**src/hw/exec_defs.vh**
```
`ifndef EXEC_DEFS_VH
`define EXEC_DEFS_VH
// ==========================================================
// Status register bit positions
`define FLAG_C 3'd0
`define FLAG_Z 3'd1
`define FLAG_N 3'd2
`define FLAG_V 3'd3
`define FLAG_S 3'd4
`define FLAG_H 3'd5
`define FLAG_T 3'd6
`define FLAG_I 3'd7
// ==========================================================
// Operation codes on op_code
`define OP_NONE        5'h00
`define OP_BR_CLEAR    5'h01
`define OP_BR_EQ       5'h02
`define OP_BR_NE       5'h03
`define OP_BR_CS       5'h04
`define OP_BR_CC       5'h05
`define OP_BR_SH       5'h06
`define OP_BR_LO       5'h07
`define OP_BR_MI       5'h08
`define OP_BR_PL       5'h09
`define OP_BR_GE       5'h0A
`define OP_BR_LT       5'h0B
`define OP_BR_HS       5'h0C
`define OP_BR_HC       5'h0D
`define OP_BR_TS       5'h0E
`define OP_BR_IE       5'h0F
`define OP_BR_ID       5'h10
`define OP_MOVE        5'h11
`define OP_PAIR_COPY   5'h12
`define OP_LOAD_IMM    5'h13
`define OP_LD_PLAIN    5'h14
`define OP_LD_POSTINC  5'h15
`define OP_LD_PREDEC   5'h16
`define OP_LD_DISP     5'h17
// ==========================================================
// Pointer selects
`define PTR_X 2'd0
`define PTR_Y 2'd1
`define PTR_Z 2'd2
// Reset values
`define PC_RESET  16'h0000
`define PTR_RESET 16'h0000
`endif

```
**src/hw/cond_branch_and_load_exec.v**
```verilog
`timescale 1ns/1ps
`include "exec_defs.vh"

module cond_branch_and_load_exec (
  input  wire        clk,          // Core clock, 125 MHz
  input  wire        resetn,       // Async reset, active low
  input  wire        op_valid,     // New operation offered
  input  wire [4:0]  op_code,      // Operation code
  input  wire [2:0]  flag_sel,     // Bit s for flag-clear branch
  input  wire [6:0]  branch_ofs,   // Signed offset k
  input  wire [4:0]  dst_sel,      // Destination register d
  input  wire [4:0]  src_sel,      // Source register r
  input  wire [7:0]  imm_val,      // Immediate K
  input  wire [1:0]  ptr_sel,      // Pointer X, Y or Z
  input  wire [5:0]  disp_val,     // Unsigned displacement q
  input  wire [7:0]  status_in,    // Current status register
  input  wire [7:0]  src_data,     // Value of register r
  input  wire [15:0] src_pair,     // Value of pair r+1:r
  input  wire [15:0] ptr_x,        // Current X pointer
  input  wire [15:0] ptr_y,        // Current Y pointer
  input  wire [15:0] ptr_z,        // Current Z pointer
  input  wire [7:0]  mem_rdata,    // Data memory read data
  output reg         op_ready,     // Block can take an operation
  output reg  [15:0] pc_out,       // Program counter
  output reg         mem_rd,       // Data memory read strobe
  output reg  [15:0] mem_addr,     // Data memory address
  output reg         reg_we,       // Write register d
  output reg         pair_we,      // Write pair d+1:d
  output reg  [4:0]  reg_waddr,    // Destination index
  output reg  [15:0] reg_wdata,    // Write data (byte in low bits)
  output reg         ptr_we,       // Write pointer back
  output reg  [1:0]  ptr_wsel,     // Pointer written
  output reg  [15:0] ptr_wdata,    // New pointer value
  output reg         status_we     // Status write, never raised here
);

  // ==========================================================
  // Sequencer states
  localparam ST_IDLE   = 2'd0;
  localparam ST_BRANCH = 2'd1;
  localparam ST_LOAD   = 2'd2;

  // Sequencer state and operands held across the second cycle
  reg  [1:0]  state_r;
  reg  [15:0] target_r;
  reg  [4:0]  load_dst_r;

  // Decode results, combinational
  reg         take;
  reg  [15:0] ptr_cur;
  reg  [15:0] ptr_new;
  reg  [15:0] addr_nxt;
  wire [15:0] ofs_ext;
  wire        is_branch;
  wire        is_load;

  // Sign-extended k; the target add wraps at 16 bits like the pc itself
  assign ofs_ext   = {{9{branch_ofs[6]}}, branch_ofs};
  assign is_branch = (op_code >= `OP_BR_CLEAR) && (op_code <= `OP_BR_ID);
  assign is_load   = (op_code >= `OP_LD_PLAIN) && (op_code <= `OP_LD_DISP);

  // ==========================================================
  // Branch condition decode
  // Bit S is reached only through the clear form; no named branch tests it
  always @* begin
    case (op_code)
      `OP_BR_CLEAR: take = ~status_in[flag_sel];
      `OP_BR_EQ:    take = status_in[`FLAG_Z];
      `OP_BR_NE:    take = ~status_in[`FLAG_Z];
      `OP_BR_CS:    take = status_in[`FLAG_C];
      `OP_BR_LO:    take = status_in[`FLAG_C];
      `OP_BR_CC:    take = ~status_in[`FLAG_C];
      `OP_BR_SH:    take = ~status_in[`FLAG_C];
      `OP_BR_MI:    take = status_in[`FLAG_N];
      `OP_BR_PL:    take = ~status_in[`FLAG_N];
      `OP_BR_GE:    take = ~(status_in[`FLAG_N] ^ status_in[`FLAG_V]);
      `OP_BR_LT:    take = status_in[`FLAG_N] ^ status_in[`FLAG_V];
      `OP_BR_HS:    take = status_in[`FLAG_H];
      `OP_BR_HC:    take = ~status_in[`FLAG_H];
      `OP_BR_TS:    take = status_in[`FLAG_T];
      `OP_BR_IE:    take = status_in[`FLAG_I];
      `OP_BR_ID:    take = ~status_in[`FLAG_I];
      default:      take = 1'b0;
    endcase
  end

  // ==========================================================
  // Pointer select and address forming
  always @* begin
    case (ptr_sel)
      `PTR_X:  ptr_cur = ptr_x;
      `PTR_Y:  ptr_cur = ptr_y;
      default: ptr_cur = ptr_z;
    endcase
    // Defaults: pointer kept, address is the pointer itself
    ptr_new  = ptr_cur;
    addr_nxt = ptr_cur;
    case (op_code)
      `OP_LD_POSTINC: ptr_new = ptr_cur + 16'h0001;
      `OP_LD_PREDEC: begin
        ptr_new  = ptr_cur - 16'h0001;
        addr_nxt = ptr_new;
      end
      `OP_LD_DISP:    addr_nxt = ptr_y + {10'h000, disp_val};
      default:        addr_nxt = ptr_cur;
    endcase
  end

  // ==========================================================
  // Sequencer: one cycle for simple ops, two for taken branch and loads
  always @(posedge clk or negedge resetn) begin
    if (!resetn) begin
      // Constants only, so no data path feeds the reset branch
      state_r    <= ST_IDLE;
      op_ready   <= 1'b1;
      pc_out     <= `PC_RESET;
      target_r   <= `PC_RESET;
      load_dst_r <= 5'h00;
      mem_rd     <= 1'b0;
      mem_addr   <= `PTR_RESET;
      reg_we     <= 1'b0;
      pair_we    <= 1'b0;
      reg_waddr  <= 5'h00;
      reg_wdata  <= 16'h0000;
      ptr_we     <= 1'b0;
      ptr_wsel   <= 2'd0;
      ptr_wdata  <= `PTR_RESET;
      status_we  <= 1'b0;
    end else begin
      // Strobes default low; no path here ever writes status
      reg_we    <= 1'b0;
      pair_we   <= 1'b0;
      ptr_we    <= 1'b0;
      mem_rd    <= 1'b0;
      status_we <= 1'b0;
      case (state_r)
        ST_IDLE: begin
          if (op_valid) begin
            if (is_branch) begin
              if (take) begin
                // Taken: hold one extra cycle before redirect
                target_r <= pc_out + ofs_ext + 16'h0001;
                state_r  <= ST_BRANCH;
                op_ready <= 1'b0;
              end else begin
                pc_out <= pc_out + 16'h0001;
              end
            end else if (is_load) begin
              // Pointer writeback lands with the read address
              mem_rd     <= 1'b1;
              mem_addr   <= addr_nxt;
              load_dst_r <= dst_sel;
              // Plain and displaced forms write no pointer back
              ptr_we     <= (op_code == `OP_LD_POSTINC) ||
                            (op_code == `OP_LD_PREDEC);
              ptr_wsel   <= ptr_sel;
              ptr_wdata  <= ptr_new;
              state_r    <= ST_LOAD;
              op_ready   <= 1'b0;
            end else begin
              // Unlisted codes also step the pc, like a no-op
              pc_out <= pc_out + 16'h0001;
              case (op_code)
                // Byte results ride in the low half of reg_wdata
                `OP_MOVE: begin
                  reg_we    <= 1'b1;
                  reg_waddr <= dst_sel;
                  reg_wdata <= {8'h00, src_data};
                end
                `OP_PAIR_COPY: begin
                  pair_we   <= 1'b1;
                  reg_waddr <= dst_sel;
                  reg_wdata <= src_pair;
                end
                `OP_LOAD_IMM: begin
                  reg_we    <= 1'b1;
                  reg_waddr <= dst_sel;
                  reg_wdata <= {8'h00, imm_val};
                end
                default: ;
              endcase
            end
          end
        end
        ST_BRANCH: begin
          // Second cycle of a taken branch: redirect
          pc_out   <= target_r;
          state_r  <= ST_IDLE;
          op_ready <= 1'b1;
        end
        ST_LOAD: begin
          // Memory answers one cycle after the strobe
          // A slower memory would need a wait input here
          reg_we    <= 1'b1;
          reg_waddr <= load_dst_r;
          reg_wdata <= {8'h00, mem_rdata};
          pc_out    <= pc_out + 16'h0001;
          state_r   <= ST_IDLE;
          op_ready  <= 1'b1;
        end
        default: begin
          // Unused state code: recover to idle
          state_r  <= ST_IDLE;
          op_ready <= 1'b1;
        end
      endcase
    end
  end

endmodule // cond_branch_and_load_exec

```
**config.mk**
```make
export PLATFORM = sky130hd
export DESIGN_NAME = cond_branch_and_load_exec
export DESIGN_NICKNAME = d
export VERILOG_FILES = /design/src/hw/cond_branch_and_load_exec.v
export VERILOG_INCLUDE_DIRS = /design/src /design/src/hw
export SDC_FILE = /design/constraint.sdc
export NUM_CORES = 1
export LEC_CHECK = 0
export BUFFER_PORTS_ARGS = -buffer_cell sky130_fd_sc_hd__buf_4
export CORE_ASPECT_RATIO = 0.5
export CORE_MARGIN = 1
export CORE_UTILIZATION = 45
export DETAILED_ROUTE_END_ITERATION = 10
export PLACE_DENSITY = 0.82
export SLEW_MARGIN = 20
export SYNTH_ARGS = -nofsm -noshare
export SYNTH_HDL_FRONTEND = slang
export SYNTH_SLANG_ARGS = --single-unit
```
**constraint.sdc**
```tcl
create_clock -name clk -period 3 [get_ports clk]
set_clock_uncertainty 0.15 [all_clocks]
set_input_delay 0.75 -clock clk [delete_from_list [all_inputs] [get_ports clk]]
set_output_delay 0.75 -clock clk [all_outputs]
set_load 0.005 [all_outputs]
```
==> results of run 1 <==
## worst max path at each step
| stage | start | to | slack [ns] | cells past startpoint |
|---|---|---|---|---|
| CTS | ptr_sel[0] | ptr_wdata[8]$_DFFE_PN0P_ | 0.17 | 10 |
| floorplan | ptr_sel[0] | mem_addr[12]$_DFFE_PN0P_ | -0.002 | 9 |
| global placement | branch_ofs[0] | target_r[12]$_DFFE_PN0P_ | -0.15 | 11 |
| detailed placement | ptr_sel[0] | ptr_wdata[8]$_DFFE_PN0P_ | -0.17 | 10 |
| finish | ptr_sel[0] | ptr_wdata[8]$_DFFE_PN0P_ | 0.15 | 10 |
| global route | ptr_sel[0] | mem_addr[10]$_DFFE_PN0P_ | 0.03 | 10 |
## routing by layer
layer / up-vias / global-route usage, % / part of all wire [%]
met5: - / 0 / 0
met4: 0 / 7.12 / 1.7
met3: 31 / 3.93 / 4.3
met2: 244 / 45.0 / 49
met1: 3476 / 33.4 / 45
li1: 3590 / - / -
## metrics by stage
step	TNS (ns)	hold slack (ns)	power, W	instances
floorplan	-0.00210	0.295	0.00414	845
global placement	-0.943	0.300	0.00562	1293
detailed placement	-1.43	0.302	0.00576	1293
CTS	0	0.112	0.00693	1309
global route	0	0.124	0.00743	1309
finish	0	0.117	0.00694	1309
## worst max-delay path, cell delays in order
cell      delay, ns
buf_4          0.17
buf_4          0.15
mux2_2         0.24
o21ai_1        0.09
buf_4          0.15
nor4b_2        0.63
nand3_1        0.18
xnor2_1        0.16
a221oi_1       0.25
o21ai_0        0.13
## where the power goes
group | internal [W] | switching [W] | leakage [nW]
logic | 0.00177 | 0.00166 | 3.21
clock network | 0.000603 | 0.000555 | 0.139
registers | 0.00191 | 0.000441 | 1.21
total | 0.00428 | 0.00266 | 4.55
## kinds of logic (layout without fill, tap and decap cells)
group,Yosys count,count (layout),synth area share [%]
DFF,99,99,34.5
AOI/OAI and AO/OA,267,267,23.5
and+or+nand+nor,283,283,18.7
muxes,45,45,7.12
other,1,1,0.0522
buffers and inverters,74,334,4.85
xor gates and xnor gates,47,47,6.04
adders and majority gates,29,29,5.25
## Yosys cell counts, types with 4 or more instances
library cell / n / area share, %
a21oi_1: 62 / 4.3
a22oi_1: 8 / 0.84
and3_1: 6 / 0.52
a31oi_1: 19 / 1.7
o22ai_1: 12 / 1.0
mux2i_1: 33 / 4.6
xor2_1: 15 / 1.8
o21ai_0: 68 / 4.7
buf_6: 5 / 0.78
inv_1: 23 / 1.2
a211oi_1: 16 / 1.7
clkbuf_1: 31 / 1.6
a221oi_1: 7 / 0.85
o211ai_1: 5 / 0.52
a21o_1: 8 / 0.84
buf_2: 9 / 0.63
nor2b_1: 4 / 0.35
nand3_1: 30 / 2.1
xnor2_1: 30 / 3.7
mux2_2: 5 / 0.78
nor2_1: 52 / 2.7
o21a_1: 15 / 1.6
nor4_1: 9 / 0.78
or4_1: 4 / 0.42
nor3_1: 14 / 0.97
a22o_1: 13 / 1.6
nand2b_1: 10 / 0.87
nand4_1: 9 / 0.78
ha_1: 27 / 4.7
dfrtp_1: 98 / 34
nand2_1: 123 / 6.4
o21ai_2: 4 / 0.49
o31ai_1: 8 / 0.84
## registers in the layout (all words and copies together) (netlist names), 2 cells and up
register / cells
state_r: 2
ptr_wsel: 2
reg_waddr: 5
mem_addr: 16
load_dst_r: 5
pc_out: 16
ptr_wdata: 16
target_r: 16
reg_wdata: 16
## final cells by class
cell class | count | area share (%)
Timing Repair Buffer | 294 | 23.4
Multi-Input combinational cell | 672 | 44.9
Sequential cell | 99 | 25.2
Tap cell | 204 | 2.60
Inverter | 24 | 0.917
Clock buffer | 10 | 2.43
Clock inverter | 6 | 0.560
## repair_timing
item	4_1_cts	5_1_grt
gates resized for setup	0	1
setup endpoints to repair	0	1
hold buffers	0	0
==> impl_results.md, run 1 <==
* Status: finished, final reports clean
* Antenna violations before repair at 0
* Initial DRC count at 482
* Clk slew on worst S/H paths at 0.08 ns
* Fill count at between 1000 and 1500
* Crit start category: input pin
* Worst VDD drop at 0.000332 V
* Register-to-register setup slack at ~0.27 ns
* Most common cell after layout, fill and taps aside: buf_4
* Area growth, synth to finish at 36.7%
* Flops & latches, synth at 99
* Worst r2r dst: target_r[12]$_DFFE_PN0P_
* Final worst setup slack at approximately 0.15 ns
* Post-DP Area at 0.00953 mm2
* Sequential area share after synthesis at 34.5%
* Tcrit/Tclk final at 94.9%
* Inserted Clock Buffers at 9
* Sequential cell area at 0.00248 mm2
* Slew @ Worst Pin at 0.889 ns
* Largest net degree at the start of global routing at 59
* Max Cap Violations at 0
* Pwr/cell area at 706 mW/mm2
* Leading cell types in the layout, fill and taps excluded: buf_4, nand2_1, dfrtp_1, o21ai_0, a21oi_1
* # clock sinks at 99
* DP Wirelength at roughly 17000 um
* Via density at 5.61
* Share of layout cells above drive strength 1 at a little under a third
* Number of setup buffers added after CTS at 0
* P_leak at 4.55 nW
* Crit end category: register
* Total congestion overflow at 0
* Hold Vio Cnt, Final at 0
* Final GP Congestion at 0.915
* Vias at 7341
* Die H at approximately 90 um
* Synth cell types at 77
* Mapped Nets at 1006
* Ys flop type: dfrtp_1
* NumNets Final at approximately 1300
* Clk buf depth at 2
* Syn Inst Count at 845
* DIE WIDTH at around 180 um
* Num rows at 32
* Number of antenna-violating nets in the routed design at 0
* Vias in the first global route at 7096
* DRC violations left at 0
* Multi-input gate area at between 0.004 and 0.005 mm2
* Synth warnings at 0
* Worst-path fanout max at 10
* Arr. time, crit path at between 2 and 3 ns
* First-pass GRT wire length at 34700 um
* Peak Freq at 351 MHz
* Core ar. at 0.0155 mm2
* Synthesized cell area at between 0.007 and 0.008 mm2
* Total routed wirelength at 21100 um
* N_diodes at 0
* Routed wire per std cell at 16.1 um
* CP Data Required Time at 3.06 ns
* Final slew viol count at 0
* Drt pass-1 iters at 5
* Ys async rst share at 100%
* Final min period at 2.85 ns
* Htree depth at 3
* Die ar. at 0.0165 mm2
* Crit path kind: input pin to register
* Slew headroom at 40.5%
* DP Worst Slack at -0.167 ns
* Initial Util at 46.4%
* Worst hold path type: input pin to async pin
* Cells on worst reg2reg path at 10
* R2r startpoint: pc_out[0]$_DFFE_PN0P_
* TritonCTS clock tree: built
* Final setup fails at 0
* GRT Total Usage at roughly 26%
* Port Buffer Count at around 200
* EDFF count, synth at 0
* Io pins at 209
* Root buffer cell: clkbuf_16
* Final Cell Area at 0.00983 mm2
* Mean Syn Cell Area at 8.51 um2
* Worst-skew pair later-pin latency at 0.34 ns
* RSZ-0062 raised after global routing: false
* Layout Utilization at between 60% and 70%
No activity file was read; power rests on OpenSTA's default activity.
==> inputs of run 2 (changes only) <==
==> constraint.sdc (replaced) <==
create_clock -name clk -period 3 [get_ports clk]
set_clock_uncertainty 0.15 [all_clocks]
set_input_delay 0.9 -clock clk [delete_from_list [all_inputs] [get_ports clk]]
set_output_delay 0.9 -clock clk [all_outputs]
set_load 0.005 [all_outputs]
==> impl_results.md, run 2 (same netlist as run 1, synthesis figures left out) <==
* Status: finished, final reports clean (unchanged)
* Final slew viol count at 0 (unchanged)
* Arr. time, crit path at 2.98 ns (was 2.91 ns)
* Htree depth at 3 (unchanged)
* Crit-path cells: buf_4, buf_4, mux2i_2, o21ai_2, or4_1, or2_4, o311a_1, nor2_1, a31oi_1 (was buf_4, buf_4, mux2_2, o21ai_1, buf_4, nor4b_2, nand3_1, xnor2_1, a221oi_1, o21ai_0)
* Hold Vio Cnt, Final at 0 (unchanged)
* Inserted Clock Buffers at 9 (unchanged)
* Final worst setup slack at 0.0854 ns (was 0.152 ns)
* Crit-path most repeated cell: buf_4 (unchanged)
* Final min period at 2.91 ns (was 2.85 ns)
* Num rows at 32 (unchanged)
* Port Buffer Count at 202 (unchanged)
* Delay-heaviest family, CP: simple AND/OR/NAND/NOR gates (unchanged)
* Root buffer cell: clkbuf_16 (unchanged)
* Max incr delay on CP at 0.57 ns (was 0.63 ns)
* CP Data Required Time at 3.06 ns (about the same)
* Number of antenna-violating nets in the routed design at 0 (unchanged)
* Largest net degree at the start of global routing at 54 (was 59)
* Post-CTS Hold Buffers at 0 (unchanged)
* Total routed wirelength at 21100 um (about the same)
* Via density at 5.63 (was 5.61)
* P_leak at 4.67 nW (was 4.55 nW)
* DP Wirelength at 16800 um (was 16600 um)
* Final Cell Area at 0.0100 mm2 (was 0.00983 mm2)
* Die ar. at 0.0165 mm2 (unchanged)
* First-pass GRT wire length at 35100 um (was 34700 um)
* Clk slew on worst S/H paths at 0.07 ns (was 0.08 ns)
* Core ar. at 0.0155 mm2 (unchanged)
* Slew headroom at 42.7% (was 40.5%)
* DP Worst Slack at -0.317 ns (was -0.167 ns)
* NumNets Final at 1287 (was 1261)
* Vias in the first global route at 7280 (was 7096)
* DIE WIDTH at 181 um (unchanged)
* Initial Util at 46.4% (unchanged)
* Drt pass-1 iters at 5 (unchanged)
* Slew @ Worst Pin at 0.857 ns (was 0.889 ns)
* Layout Utilization at 64.6% (was 63.4%)
* Io pins at 209 (unchanged)
* DRC violations left at 0 (unchanged)
* Area growth, synth to finish at 39.3% (was 36.7%)
* Tcrit/Tclk final at 97.2% (was 94.9%)
* Max Cap Violations at 0 (unchanged)
* Crit end category: register (unchanged)
* Vias at 7511 (was 7341)
* Slowest-stage cell, CP: or4_1 (was nor4b_2)
* Post-DP Area at 0.00968 mm2 (was 0.00953 mm2)
* Worst hold path type: input pin to async pin (unchanged)
* Antenna violations before repair at 0 (unchanged)
* Leading cell types in the layout, fill and taps excluded: buf_4, nand2_1, dfrtp_1, o21ai_0, a21oi_1 (unchanged)
* Share of layout cells above drive strength 1 at 33.4% (was 31.1%)
* Worst-skew pair later-pin latency at 0.34 ns (about the same)
* Die H at 91.4 um (unchanged)
* Final GP Congestion at 0.922 (was 0.915)
* Peak Freq at 343 MHz (was 351 MHz)
* Crit start category: input pin (unchanged)
* N_diodes at 0 (unchanged)
* Routed wire per std cell at 15.8 um (was 16.1 um)
* Pwr/cell area at 691 mW/mm2 (was 706 mW/mm2)
* Final setup fails at 0 (unchanged)
* Crit path kind: input pin to register (unchanged)
* Total congestion overflow at 0 (unchanged)
* Worst-path fanout max at 11 (was 10)
* Initial DRC count at 539 (was 482)
* Buf/Inv on CP at 2 (was 3)
* Most common cell after layout, fill and taps aside: buf_4 (unchanged)
* GRT Total Usage at 26.0% (was 25.9%)
* RSZ-0062 raised after global routing: true (was false)
* # clock sinks at 99 (unchanged)
* Clk buf depth at 2 (unchanged)
* TritonCTS clock tree: built (unchanged)
* Worst VDD drop at 0.000338 V (was 0.000332 V)
## run 2: changes by cell type in the layout (fill, tap and decap cells not counted), moves of 2 or more
| cell | previous run | this run |
|---|---|---|
| buf_4 | 287 | 316 |
| o21ai_1 | 3 | 7 |
| mux2i_2 | 0 | 2 |
| o21ai_0 | 68 | 64 |
| mux2i_1 | 33 | 31 |
| buf_12 | 7 | 4 |
| nor4_1 | 9 | 7 |
| nor4_2 | 0 | 2 |
| inv_6 | 1 | 3 |
| inv_8 | 2 | 0 |
## run 2: path summary, 6_finish.rpt
check	slack [ns]	to	start	cells after the start
hold / removal	0.30	mem_addr[2]$_DFFE_PN0P_	resetn	1
max in group asynchronous	1.74	target_r[14]$_DFFE_PN0P_	resetn	2
setup / recovery	0.09	ptr_wdata[15]$_DFFE_PN0P_	ptr_sel[0]	9
min in group clk	0.32	op_ready$_DFFE_PN1P_	op_ready$_DFFE_PN1P_	2
hold reg to reg	0.32	op_ready$_DFFE_PN1P_	op_ready$_DFFE_PN1P_	2
setup reg to reg	0.29	target_r[12]$_DFFE_PN0P_	pc_out[0]$_DFFE_PN0P_	10
## run 2: report_power, final
| group | leakage [nW] | internal [W] | switching [W] |
|---|---|---|---|
| registers | 1.21 | 0.00191 | 0.000447 |
| clock network | 0.134 | 0.000572 | 0.000527 |
| logic | 3.32 | 0.00179 | 0.00167 |
## run 2: cell type report
class / count / area, um2
tap: 204 / 255
inverter: 24 / 90.1
sequential: 99 / 2480
fill: 1283 / 5480
clock buffer: 10 / 229
clock inverter: 6 / 47.5
multi-input combinational: 672 / 4460
timing repair buffer: 320 / 2450
## run 2: metrics by stage
stage               std cells  power (W)  hold slack (ns)  setup TNS (ns)
floorplan                 845    0.00416            0.295          -0.463
global placement         1317    0.00564            0.300           -3.84
detailed placement       1317    0.00579            0.311           -5.61
CTS                      1333    0.00691            0.293               0
global route             1335    0.00742            0.300         -0.0125
finish                   1335    0.00692            0.298               0
## run 2: repair_timing
action / CTS / global route
gates resized for setup: 0 / 11
endpoints found under the setup margin: 0 / 10
buffers inserted: 0 / 2
## run 2: layer usage
layer | part of all wire [%] | GRT usage (%) | up-vias
met3 | 4.7 | 3.25 | 36
li1 | - | - | 3644
met2 | 50 | 45.1 | 263
met1 | 44 | 34.1 | 3568
met5 | 0 | 0 | -
met4 | 1.7 | 7.26 | 0
